File: src/hdl/djr_pkg.sv
// Purpose: shared constants, types and code decoders for the pad, guard window and gain registers
// Assumes: 32-bit APB, pclk at 250 MHz, dB values in signed eighth-dB units
// Notes:   register index times four gives the APB byte address
// Notes on behaviour
// - pad bit 5 selects low or high drive
// - pad bits 3:2: up, reserved, none, down
// - window byte counts core cycles, default three
// - one window drives every guard circuit together
// - active guard stops duplicate or dropped samples
// - window zero bypasses and resets guard circuits
// - nonzero window reactivates guards without waiting
// - path disable then enable may hang guard
// - input gain: -12 dB plus 0.75 dB steps
// - noise gate: -76.5 dB plus 1.5 dB steps
// - attenuation equals code times 0.375 dB
// - attenuation slews one code step at a time
package djr_pkg;
    localparam int ADDR_W = 18;
    localparam int DATA_W = 32;
    localparam int SMP_W  = 24;
    localparam int N_PATH = 3;
    localparam int N_CH   = 2;

    // register indices; byte address is index times four
    localparam logic [15:0] IDX_PAD     = 16'h4031;
    localparam logic [15:0] IDX_WIN     = 16'h4036;
    localparam logic [15:0] IDX_GAIN_L  = 16'h4040;
    localparam logic [15:0] IDX_GAIN_R  = 16'h4041;
    localparam logic [15:0] IDX_NGATE   = 16'h4042;
    localparam logic [15:0] IDX_ATT_L   = 16'h4043;
    localparam logic [15:0] IDX_ATT_R   = 16'h4044;
    localparam logic [15:0] IDX_STATUS  = 16'h4045;
    localparam logic [15:0] IDX_DB_GAIN = 16'h4046;
    localparam logic [15:0] IDX_DB_NG   = 16'h4047;
    localparam logic [15:0] IDX_DB_ATT  = 16'h4048;

    // field positions
    localparam int PAD_DRV_BIT   = 5;
    localparam int PAD_PULL_LSB  = 2;
    localparam int STAT_BYP_BIT  = 0;
    localparam int STAT_FAIL_LSB = 1;

    // pull selections
    localparam logic [1:0] PULL_UP   = 2'h0;
    localparam logic [1:0] PULL_RSV  = 2'h1;
    localparam logic [1:0] PULL_NONE = 2'h2;
    localparam logic [1:0] PULL_DOWN = 2'h3;

    // reset values
    localparam logic       RST_DRV   = 1'b0;
    localparam logic [1:0] RST_PULL  = PULL_NONE;
    localparam logic [7:0] RST_WIN   = 8'h03;
    localparam logic [5:0] RST_GAIN  = 6'h10;
    localparam logic [4:0] RST_NGATE = 5'h00;
    localparam logic [7:0] RST_ATT   = 8'h00;

    // decode scales in eighth-dB
    localparam logic signed [15:0] GAIN_DB_BASE = -16'sd96;
    localparam logic signed [15:0] GAIN_DB_STEP = 16'sd6;
    localparam logic signed [15:0] NG_DB_BASE   = -16'sd612;
    localparam logic signed [15:0] NG_DB_STEP   = 16'sd12;
    localparam logic signed [15:0] ATT_DB_STEP  = 16'sd3;

    // timing
    localparam int CLK_PERIOD_NS = 4;
    localparam int SLEW_STEP_NS  = 1000;
    localparam logic [15:0] SLEW_STEP_CYC =
        16'((SLEW_STEP_NS + CLK_PERIOD_NS - 1) / CLK_PERIOD_NS);

    typedef enum logic [2:0] {DJ_IDLE, DJ_RUN, DJ_OFF, DJ_FAIL, DJ_BYP} djr_djst_e;

    // input gain code to eighth-dB
    function automatic logic signed [15:0] djr_gain_db(input logic [5:0] c);
        return GAIN_DB_BASE + GAIN_DB_STEP * $signed({10'h000, c});
    endfunction

    // noise gate code to eighth-dB
    function automatic logic signed [15:0] djr_ng_db(input logic [4:0] c);
        return NG_DB_BASE + NG_DB_STEP * $signed({11'h000, c});
    endfunction

    // attenuation code to eighth-dB
    function automatic logic signed [15:0] djr_att_db(input logic [7:0] c);
        return -(ATT_DB_STEP * $signed({8'h00, c}));
    endfunction
endpackage

File: src/hdl/djr_if.sv
// Purpose: carriers between the register top and its guard and slew units
// Assumes: one instance per path or channel
// Notes:   ctl side belongs to the top
interface djr_dj_if;
    logic [7:0]                 window;
    logic                       en;
    logic                       in_v;
    logic [djr_pkg::SMP_W-1:0]  in_d;
    logic                       tick;
    logic                       out_v;
    logic [djr_pkg::SMP_W-1:0]  out_d;
    logic                       fail;
    modport ctl (output window, en, in_v, in_d, tick, input out_v, out_d, fail);
    modport dj  (input window, en, in_v, in_d, tick, output out_v, out_d, fail);
endinterface

interface djr_sl_if;
    logic [7:0] target;
    logic [7:0] cur;
    modport ctl (output target, input cur);
    modport sl  (input target, output cur);
endinterface

File: src/hdl/djr_dejit.sv
// Purpose: one sample guard circuit between a slave serial timing and the core frame tick
// Assumes: in_v pulses once per incoming sample, tick once per core frame
// Notes:   a sample late by up to window cycles still counts for the missed tick
module djr_dejit (
    input wire logic pclk,    // core clock
    input wire logic presetn, // async reset, active low
    djr_dj_if.dj     bus      // guard carrier
);
    import djr_pkg::*;

    typedef struct packed {
        djr_djst_e          st;
        logic [7:0]         cnt;
        logic               hold_v;
        logic [SMP_W-1:0]   hold_d;
        logic               out_v;
        logic [SMP_W-1:0]   out_d;
        logic               fail;
    } djr_dj_s;

    djr_dj_s r;
    djr_dj_s n;
    logic    run;

    // next state of the guard
    always_comb begin
        n = r;
        n.out_v = 1'b0;
        run = bus.en && (r.st inside {DJ_IDLE, DJ_RUN, DJ_BYP});
        if (bus.window == 8'h00) begin
            n.st     = DJ_BYP;
            n.cnt    = 8'h00;
            n.hold_v = 1'b0;
            n.out_v  = bus.in_v;
            n.out_d  = bus.in_d;
        end else begin
            unique case (r.st)
                DJ_IDLE, DJ_BYP: n.st = bus.en ? DJ_RUN : DJ_IDLE;
                DJ_RUN:  if (!bus.en) n.st = DJ_OFF;
                DJ_OFF:  if (bus.en) n.st = DJ_FAIL;
                DJ_FAIL: n.st = DJ_FAIL;
            endcase
            if (run && bus.tick) begin
                // one sample per tick: held first, fresh kept for later
                n.cnt = 8'h00;
                if (r.hold_v) begin
                    n.out_v  = 1'b1;
                    n.out_d  = r.hold_d;
                    n.hold_v = bus.in_v;
                    n.hold_d = bus.in_d;
                end else if (bus.in_v) begin
                    n.out_v = 1'b1;
                    n.out_d = bus.in_d;
                end else begin
                    n.cnt = bus.window;
                end
            end else if (run && bus.in_v) begin
                if (r.cnt != 8'h00) begin
                    n.out_v = 1'b1; // late sample fills the missed tick
                    n.out_d = bus.in_d;
                    n.cnt   = 8'h00;
                end else begin
                    n.hold_v = 1'b1;
                    n.hold_d = bus.in_d;
                end
            end else if (r.cnt != 8'h00) begin
                n.cnt = r.cnt - 8'h01;
            end
        end
        n.fail = (n.st == DJ_FAIL);
    end

    // state register
    always_ff @(posedge pclk or negedge presetn) begin
        if (!presetn) begin
            r <= '{st: DJ_IDLE, default: '0};
        end else begin
            r <= n;
        end
    end

    assign bus.out_v = r.out_v;
    assign bus.out_d = r.out_d;
    assign bus.fail  = r.fail;
endmodule

File: src/hdl/djr_slew.sv
// Purpose: walk the applied attenuation code toward its target one step at a time
// Assumes: step interval fixed by SLEW_STEP_CYC
// Notes:   a new target mid-walk simply redirects the walk
module djr_slew (
    input wire logic pclk,    // core clock
    input wire logic presetn, // async reset, active low
    djr_sl_if.sl     bus      // slew carrier
);
    import djr_pkg::*;

    typedef struct packed {
        logic [7:0]  cur;
        logic [15:0] tcnt;
    } djr_sl_s;

    djr_sl_s r;
    djr_sl_s n;

    // interval timer and one-step move
    always_comb begin
        n = r;
        if (r.tcnt != 16'h0000) begin
            n.tcnt = r.tcnt - 16'h0001;
        end else if (r.cur != bus.target) begin
            n.tcnt = SLEW_STEP_CYC - 16'h0001;
            n.cur  = (r.cur < bus.target) ? r.cur + 8'h01 : r.cur - 8'h01;
        end
    end

    // state register
    always_ff @(posedge pclk or negedge presetn) begin
        if (!presetn) begin
            r <= '{cur: RST_ATT, tcnt: 16'h0000};
        end else begin
            r <= n;
        end
    end

    assign bus.cur = r.cur;
endmodule

File: src/hdl/djr_top.sv
// Purpose: APB register bank for jack pad, sample guard window and gain codes
// Assumes: APB4 slave, answer one cycle after setup, all inputs synchronous to pclk
// Notes:   control registers are at most eight bits in the low byte lane, upper bits read zero; dB readbacks return 16-bit halves
//
// Implementation choice: the APB slave port.
module djr_top (
    input  wire logic                                 pclk,          // core clock
    input  wire logic                                 presetn,       // async reset, low
    input  wire logic                                 psel,          // apb select
    input  wire logic                                 penable,       // apb enable
    input  wire logic                                 pwrite,        // apb direction
    input  wire logic [djr_pkg::ADDR_W-1:0]           paddr,         // apb byte address
    input  wire logic [djr_pkg::DATA_W-1:0]           pwdata,        // apb write data
    input  wire logic [3:0]                           pstrb,         // apb byte strobes
    output wire logic [djr_pkg::DATA_W-1:0]           prdata,        // apb read data
    output wire logic                                 pready,        // apb ready
    output wire logic                                 pslverr,       // apb error
    output wire logic                                 jack_pin_drive_level,  // pad drive
    output wire logic [1:0]                           jack_pin_pull_select,  // pad pull
    output wire logic [djr_pkg::N_CH-1:0][5:0]        in_gain_code,  // input gain codes
    output wire logic [4:0]                           ngate_code,    // noise gate code
    output wire logic [djr_pkg::N_CH-1:0][7:0]        atten_cur,     // applied attenuation
    input  wire logic [djr_pkg::N_PATH-1:0]           path_en,       // adc, port, dac enable
    input  wire logic [djr_pkg::N_PATH-1:0]           smp_in_valid,  // incoming sample strobe
    input  wire logic [djr_pkg::N_PATH-1:0][djr_pkg::SMP_W-1:0] smp_in_data, // sample in
    input  wire logic [djr_pkg::N_PATH-1:0]           frame_tick,    // core frame tick
    output wire logic [djr_pkg::N_PATH-1:0]           smp_out_valid, // delivered strobe
    output wire logic [djr_pkg::N_PATH-1:0][djr_pkg::SMP_W-1:0] smp_out_data, // sample out
    output wire logic [djr_pkg::N_PATH-1:0]           guard_fail     // guard hung
);
    import djr_pkg::*;

    // software-written registers and apb answer state
    typedef struct packed {
        logic                   drv;
        logic [1:0]             pull;
        logic [7:0]             win;
        logic [N_CH-1:0][5:0]   gain;
        logic [4:0]             ngate;
        logic [N_CH-1:0][7:0]   att;
        logic [DATA_W-1:0]      prdata;
        logic                   pready;
        logic                   pslverr;
    } djr_top_s;

    djr_top_s r;
    djr_top_s n;

    // apb phase decode
    logic setup;
    logic wr_done;
    logic wr_ok;
    logic hit_any;
    logic [DATA_W-1:0] rd_val;

    // live state brought back from the units and decoded dB readbacks
    logic [N_PATH-1:0]            fail_vec;
    logic [N_CH-1:0][7:0]         cur_att;
    logic signed [15:0]           db_gain_l;
    logic signed [15:0]           db_gain_r;
    logic signed [15:0]           db_ng;
    logic signed [15:0]           db_att_l;
    logic signed [15:0]           db_att_r;

    // true when a byte address selects the given register index
    function automatic logic hit(input logic [ADDR_W-1:0] a, input logic [15:0] idx);
        return a == {idx, 2'b00};
    endfunction

    // setup cycle and completing write
    assign setup   = psel && !penable;
    assign wr_done = psel && penable && r.pready && pwrite && !r.pslverr;
    assign wr_ok   = wr_done && pstrb[0];

    // address map check
    assign hit_any = hit(paddr, IDX_PAD)     || hit(paddr, IDX_WIN)
                  || hit(paddr, IDX_GAIN_L)  || hit(paddr, IDX_GAIN_R)
                  || hit(paddr, IDX_NGATE)   || hit(paddr, IDX_ATT_L)
                  || hit(paddr, IDX_ATT_R)   || hit(paddr, IDX_STATUS)
                  || hit(paddr, IDX_DB_GAIN) || hit(paddr, IDX_DB_NG)
                  || hit(paddr, IDX_DB_ATT);

    // decoded dB readbacks
    assign db_gain_l = djr_gain_db(r.gain[0]);
    assign db_gain_r = djr_gain_db(r.gain[1]);
    assign db_ng     = djr_ng_db(r.ngate);
    assign db_att_l  = djr_att_db(cur_att[0]);
    assign db_att_r  = djr_att_db(cur_att[1]);

    // read data mux
    always_comb begin
        rd_val = '0;
        if (hit(paddr, IDX_PAD)) begin
            rd_val[PAD_DRV_BIT] = r.drv;
            rd_val[PAD_PULL_LSB +: 2] = r.pull;
        end
        if (hit(paddr, IDX_WIN)) begin
            rd_val[7:0] = r.win;
        end
        if (hit(paddr, IDX_GAIN_L)) begin
            rd_val[5:0] = r.gain[0];
        end
        if (hit(paddr, IDX_GAIN_R)) begin
            rd_val[5:0] = r.gain[1];
        end
        if (hit(paddr, IDX_NGATE)) begin
            rd_val[4:0] = r.ngate;
        end
        if (hit(paddr, IDX_ATT_L)) begin
            rd_val[7:0] = r.att[0];
        end
        if (hit(paddr, IDX_ATT_R)) begin
            rd_val[7:0] = r.att[1];
        end
        if (hit(paddr, IDX_STATUS)) begin
            rd_val[STAT_BYP_BIT] = (r.win == 8'h00);
            rd_val[STAT_FAIL_LSB +: N_PATH] = fail_vec;
        end
        if (hit(paddr, IDX_DB_GAIN)) begin
            rd_val = {db_gain_r, db_gain_l};
        end
        if (hit(paddr, IDX_DB_NG)) begin
            rd_val = {16'h0000, db_ng};
        end
        if (hit(paddr, IDX_DB_ATT)) begin
            rd_val = {db_att_r, db_att_l};
        end
    end

    // bus answer and register writes
    always_comb begin
        n = r;
        // ready rises for exactly the access cycle after setup
        n.pready  = setup;
        n.pslverr = setup && !hit_any;
        if (setup) begin
            n.prdata = (!pwrite && hit_any) ? rd_val : '0;
        end
        if (wr_ok && hit(paddr, IDX_PAD)) begin
            n.drv  = pwdata[PAD_DRV_BIT];
            n.pull = pwdata[PAD_PULL_LSB +: 2];
        end
        if (wr_ok && hit(paddr, IDX_WIN)) begin
            n.win = pwdata[7:0];
        end
        if (wr_ok && hit(paddr, IDX_GAIN_L)) begin
            n.gain[0] = pwdata[5:0];
        end
        if (wr_ok && hit(paddr, IDX_GAIN_R)) begin
            n.gain[1] = pwdata[5:0];
        end
        if (wr_ok && hit(paddr, IDX_NGATE)) begin
            n.ngate = pwdata[4:0];
        end
        if (wr_ok && hit(paddr, IDX_ATT_L)) begin
            n.att[0] = pwdata[7:0];
        end
        if (wr_ok && hit(paddr, IDX_ATT_R)) begin
            n.att[1] = pwdata[7:0];
        end
    end

    // register bank
    always_ff @(posedge pclk or negedge presetn) begin
        if (!presetn) begin
            r <= '{drv:     RST_DRV,
                   pull:    RST_PULL,
                   win:     RST_WIN,
                   gain:    {RST_GAIN, RST_GAIN},
                   ngate:   RST_NGATE,
                   att:     {RST_ATT, RST_ATT},
                   prdata:  '0,
                   pready:  1'b0,
                   pslverr: 1'b0};
        end else begin
            r <= n;
        end
    end

    // one guard per path, all fed by the same window
    for (genvar i = 0; i < N_PATH; i++) begin : g_dj
        djr_dj_if u_dj_if ();

        assign u_dj_if.window = r.win;
        assign u_dj_if.en     = path_en[i];
        assign u_dj_if.in_v   = smp_in_valid[i];
        assign u_dj_if.in_d   = smp_in_data[i];
        assign u_dj_if.tick   = frame_tick[i];

        djr_dejit u_dj (
            .pclk    (pclk),
            .presetn (presetn),
            .bus     (u_dj_if)
        );

        assign smp_out_valid[i] = u_dj_if.out_v;
        assign smp_out_data[i]  = u_dj_if.out_d;
        assign fail_vec[i]      = u_dj_if.fail;
    end

    // one slew unit per attenuation channel
    for (genvar c = 0; c < N_CH; c++) begin : g_sl
        djr_sl_if u_sl_if ();

        assign u_sl_if.target = r.att[c];

        djr_slew u_sl (
            .pclk    (pclk),
            .presetn (presetn),
            .bus     (u_sl_if)
        );

        assign cur_att[c] = u_sl_if.cur;
    end

    // outputs straight from the register bank and unit flops
    assign prdata               = r.prdata;
    assign pready               = r.pready;
    assign pslverr              = r.pslverr;
    assign jack_pin_drive_level = r.drv;
    assign jack_pin_pull_select = r.pull;
    assign in_gain_code         = r.gain;
    assign ngate_code           = r.ngate;
    assign atten_cur            = cur_att;
    assign guard_fail           = fail_vec;
endmodule

File: config.mk
export PLATFORM = sky130hd
export DESIGN_NAME = djr_top
export DESIGN_NICKNAME = d
export VERILOG_FILES = /design/src/hdl/djr_pkg.sv /design/src/hdl/djr_if.sv /design/src/hdl/djr_dejit.sv /design/src/hdl/djr_slew.sv /design/src/hdl/djr_top.sv
export SDC_FILE = /design/constraint.sdc
export NUM_CORES = 1
export LEC_CHECK = 0
export CAP_MARGIN = 20
export CORE_MARGIN = 2
export CORE_UTILIZATION = 55
export CTS_CLUSTER_DIAMETER = 80
export DETAILED_ROUTE_END_ITERATION = 6
export DONT_BUFFER_PORTS = 1
export PLACE_DENSITY_LB_ADDON = 0.25
export SYNTH_ARGS = -nofsm -noshare
export SYNTH_HDL_FRONTEND = slang
export SYNTH_SLANG_ARGS = --single-unit
File: constraint.sdc
create_clock -name pclk -period 4.4 [get_ports pclk]
set_input_delay 0.44 -clock pclk [delete_from_list [all_inputs] [get_ports pclk]]
set_output_delay 0.44 -clock pclk [all_outputs]
set_load 0.1 [all_outputs]
; Yosys cells after proc, flatten, opt, wreduce, memory -nomap -nowiden
; Cells that the tools add are included.
[totals]
output_inout_bits = 148
word_cells = 248
ramBits = 0
latchBits = 0
mem_bits_ro = 0
regBits = 312
inputBits = 140
memories = 0
[classes]
div_mod_pow = 0
shift = 0
n_eq_ne = 40
n_reduce_logical = 75
multipliers = 5
mux = 73
order_cmp = 2
bitwise = 3
addsub = 14
[ops]
columns = cell, n
row1 = $mux 25, 18
row2 = $eq 18x17->1 const B, 11
row3 = $mux 58, 3
row4 = $mux 8, 20
row5 = $mux 50, 3
row6 = $mux 32, 4
row7 = $mux 16, 4
row8 = $sub 8x1->8 const B, 5
row9 = $mux 12, 3
row10 = $pmux 3 s4, 3
row11 = $neg 10->16, 2
row12 = $reduce_bool 16->1, 2
row13 = $sub 16x1->16 const B, 2
row14 = $eq 3x2->1 const B, 9
row15 = $reduce_bool 3->1, 9
row16 = $logic_and 1x1->1, 24
row17 = $reduce_bool 8->1, 3
row18 = $add 8x10->11 const A, 2
row19 = $mul 2x8->10 const A, 2
row20 = $mux 3, 6
row21 = $add 8x1->8 const B, 2
row22 = $lt 8x8->1, 2
row23 = $mul 2x6->8 const A, 2
row24 = $ne 8x8->1, 2
row25 = other kinds (22), 69

; Logic depth before layout (Yosys ltp)
[depth]
depth_word = 13
depth_mapped = 14

; By module
; A second synthesis with hierarchy kept.
[hier_totals]
cells_unflattened = 1669
area_unflattened_um2 = 17661.9
[by_module_without_submodules]
columns = mod, n_inst, cells_per_inst, area_each_um2
row1 = djr_dejit, 3, 250, 2950.3
row2 = djr_top, 1, 590, 5590.4
row3 = djr_slew (g_sl[1].u_sl), 1, 165, 1614.0
row4 = djr_slew (g_sl[0].u_sl), 1, 164, 1606.5

; Worst setup path before layout
; Ideal clock, no wire load.
[synth_timing]
path_kind = register to register
start = register r, in the netlist ngate_code[1]
end = register r, in the netlist prdata[8]
setup_slack_ns = 1.478
setup_time_ns = 0.128
synth_period_minus_slack_ns = 2.922
arrival_time_ns = 2.794
path_stages_with_launch = 11
path_buffers = 0
path_cell_list = dfrtp_1 ha_1 inv_1 fa_1 nand2b_1 a2bb2oi_1 xor2_1 a21oi_1 o32a_1 nand3_1 nand3_1
[synth_between]
elab_chain_len = 5
[synth_rtl]
columns = item, line_no
row1 = start: declaration, djr_top.sv:46  ; djr_top_s r;
row2 = start signal: assignment, djr_top.sv:166  ; r <= '{drv: RST_DRV,
row3 = start signal: assignment, djr_top.sv:176  ; r <= n;
row4 = $mul 2x5->7, djr_pkg.sv:79  ; return NG_DB_BASE + NG_DB_STEP * $signed({11'h000, c});
row5 = $add 11x10->12, djr_pkg.sv:79
row6 = $mux 32, djr_top.sv:122  ; if (hit(paddr, IDX_DB_NG)) begin
row7 = $mux 32, djr_top.sv:125  ; if (hit(paddr, IDX_DB_ATT)) begin
row8 = $mux 32, djr_top.sv:137  ; n.prdata = (!pwrite && hit_any) ? rd_val : '0;
; Every way passes these cells.
; A chain may end at the register's enable or synchronous reset.

; Worst setup path in the final report
[layout_timing]
start = register g_sl[0].u_sl.r, in the netlist g_sl[0].u_sl.bus.cur[2]
end = register r, in the netlist prdata[9]
[layout_between]
elab_chain_len = 4
[layout_rtl]
columns = item, line_no
row1 = start: declaration, djr_slew.sv:16  ; djr_sl_s r;
row2 = start signal: assignment, djr_slew.sv:33  ; r <= '{cur: RST_ATT, tcnt: 16'h0000};
row3 = start signal: assignment, djr_slew.sv:35  ; r <= n;
row4 = $mul 2x8->10, djr_pkg.sv:84  ; return -(ATT_DB_STEP * $signed({8'h00, c}));
row5 = $neg 10->16, djr_pkg.sv:84
row6 = $mux 32, djr_top.sv:125
row7 = $mux 32, djr_top.sv:137
; Every way passes these cells.

==> results.yml <==
drt:
  viasPerCell: 6.04
  ant_nets: 0
  drc: 0
  routed_wl_mm: 43.1
  drt-initial-drc-count: 894
  wire_per_inst_um: 19.9
  first_pass_iters: 5
  vias: 13100
grt:
  antenna_found_initial: 0
  overflow: 0
  grt_pass1_wl_mm: 68.1
  grt_use_total: 0.253
  grt_max_degree: 313
  grt_pass1_vias: 12900
cts:
  cts_tree: "yes"
  clk_latency_ns: 0.52
  htreeDepth: 2
  cts_num_sinks: 312
  cts_resized: 0
  numCtsBuffers: 35
  cts_root_buf: "clkbuf_16"
  path_clk_slew_ns: 0.06
  post_cts_buffers: 0
  ctsLongestPathBuffers: 3
place:
  numPortBuffers: 0
  gp_congestion: 0.934
  place_inst: 2104
  postPlaceCellArea_mm2: 0.0175
  hpwl_mm: 30.7
cells_and_area:
  layout-drive-gt1-share: 0.130
  instances_no_fill: 2170
  final_common_cell: "dfrtp_1"
  n_antenna_cell: 0
  finish.instance_area_mm2: 0.0188
  syn2layout_area_growth_pct: 6.59
  final_nets: 1977
  layout_common_cells: "dfrtp_1, nand2_1, a21oi_1"
synth:
  synth.largest_area_cell: "dfrtp_1"
  synth_top_area_frac: 0.436
  syn_avg_cell_area_um2: 9.69
  netlist_area_mm2: 0.0176
  synth_area_leaders: "dfrtp_1, ha_1, mux2_2"
  synthCells: 1818
  async_flop_share: 1.00
  synth-edff-count: 0
  syn_nets: 2054
  ys_warn_count: 0
  ys_seq_area_frac: 0.444
  ys_ff_latch: 312
  ys.flop_type: "dfrtp_1"
  ys_types: 77
setup_path:
  path_max_fanout: 4
  worstSetupPathType: "flip-flop to flip-flop"
  crit_required_ns: 4.80
  worstSetupEndpointType: "flip-flop"
  critPathArrivalTime_ns: 3.76
  reg2regPathDepth: 11
  start_kind: "flip-flop"
power:
  p_leak_nw: 8.91
  ir_worst_vdd_uv: 374
  power_density_mw_per_mm2: 341
  total_power_mw: 6.40
floorplanning:
  fp.dieW_um: 183
  fp.dieArea_mm2: 0.0335
  start_util: 0.558
  die_h_um: 183
  std_cell_rows: 65
  core_area_mm2: 0.0316
  io_pins: 288
timing:
  tightest_slew_ns: 1.12
  hold_violations: 308
  tns_ns: 0
  finalClockSkew_ns: 0.0151
  finalCritPeriodShare: 0.763
  slew_headroom: 0.254
  max_freq_mhz: 298
  setup_violations: 0
  finalMaxSlewViolations: 0
  rsz0062_at_grt: "false"
  whs_ns: -0.378
  fin_crit_ns: 3.36
status:
  violations: "negative hold slack"
  outcome: "finished with violations"
run:
  cap_viol_max_count: 0
hold_path:
  hold_path_class: "primary input to asynchronous set/reset pin"
worst paths after layout:
check                                   startpoint                  to  slack, ns
setup reg to reg           g_sl[0].u_sl.bus.cur[2]           prdata[9]       1.04
min in group pclk                        pwdata[4]     in_gain_code[4]       0.03
setup / recovery           g_sl[0].u_sl.bus.cur[2]           prdata[9]       1.04
hold / removal                             presetn          prdata[26]      -0.38
hold reg to reg                 g_dj[2].u_dj.r[61]  g_dj[2].u_dj.r[60]       0.46
max in group asynchronous                  presetn          prdata[18]       4.06
power breakdown:
group	switching (mW)	internal, mW	total (mW)
clock network	1.21	1.89	3.10
logic	0.0578	0.0384	0.0962
registers	0.301	2.90	3.20
total	1.56	4.83	6.40
cells in the mapped netlist (5+ instances only):
library cell / instances
and2_1: 6
buf_4: 95
nand2b_1: 64
o211ai_1: 8
o21a_1: 5
o21ai_0: 115
a21oi_1: 157
a221oi_1: 9
nand4_1: 7
nor3b_1: 6
a211oi_1: 12
inv_1: 68
or3_1: 11
a31oi_1: 5
fa_1: 5
nor2b_1: 7
ha_1: 91
o21ai_1: 10
clkbuf_1: 53
nor2_1: 114
nand2_1: 199
a21o_1: 26
nand3_1: 30
mux2_2: 95
mux2i_1: 9
dfrtp_1: 307
xnor2_1: 39
xor2_1: 41
buf_2: 9
o41ai_1: 5
nor4_1: 20
nor3_1: 33
dfstp_2: 5
o31ai_1: 27
and3_1: 7
a22oi_1: 36
nor4_2: 6
worst max-delay path, stage by stage, from the launching register on:
cell and delay, ns:
dfrtp_1 0.40, buf_4 0.34, inv_1 0.16, ha_1 0.32, ha_1 0.36, nand2_1 0.07
o21ai_0 0.42, a2111oi_0 0.19, or3_1 0.42, mux2i_1 0.16, a211oi_1 0.29, o21ai_0 0.11
metrics by stage:
| stage | worst slack (ns) | util | hold WS (ns) |
|---|---|---|---|
| 2_1_floorplan | 1.48 | - | 0.144 |
| 3_3_place_gp | 1.20 | 0.555 | 0.153 |
| 3_5_place_dp | 1.13 | 0.555 | 0.155 |
| 4_1_cts | 1.10 | 0.593 | -0.397 |
| 5_1_grt | 0.811 | 0.595 | -0.396 |
| 6_report | 1.04 | 0.595 | -0.378 |
registers in the layout, summed over array words and instances, names as in the netlist, 2 cells and up:
| name | cells |
|---|---|
| g_dj.u_dj.r | 108 |
| g_dj.u_dj.bus.out_d | 72 |
| g_sl.u_sl.r | 32 |
| prdata | 32 |
| g_sl.u_sl.bus.cur | 16 |
| g_sl.u_sl_if.target | 16 |
| in_gain_code | 12 |
| g_dj.u_dj_if.window | 8 |
| ngate_code | 5 |
| g_dj.u_dj.bus.fail | 3 |
| g_dj.u_dj.bus.out_v | 3 |
| jack_pin_pull_select | 2 |
per-layer routing:
metal  vias up  track usage  wire (um)
li1       6189            -          -
met1      6416        0.334      18100
met2       425        0.412      20200
met3        67       0.0637       3750
met4         0       0.0797       1110
met5         -            0          0
final cells by class:
cell class / instances / area (um2)
Clock inverter: 17 / 236
Inverter: 69 / 259
Multi-Input combinational cell: 1276 / 8580
Timing Repair Buffer: 47 / 380
Tap cell: 402 / 503
Fill cell: 2656 / 12800
Sequential cell: 312 / 7810
Clock buffer: 47 / 992
logic make-up (layout without fill, tap and decap cells):
group	Yosys count	after routing	synth area share
flip-flops	312	312	0.444
AND/OR/NAND/NOR	540	540	0.150
AO/OA/AOI/OAI	456	456	0.159
multiplexers	104	104	0.0659
XOR/XNOR	80	80	0.0398
buffers and inverters	230	180	0.0703
adder cells (fa/ha/maj)	96	96	0.0703
(Power assumes the default switching activity.)
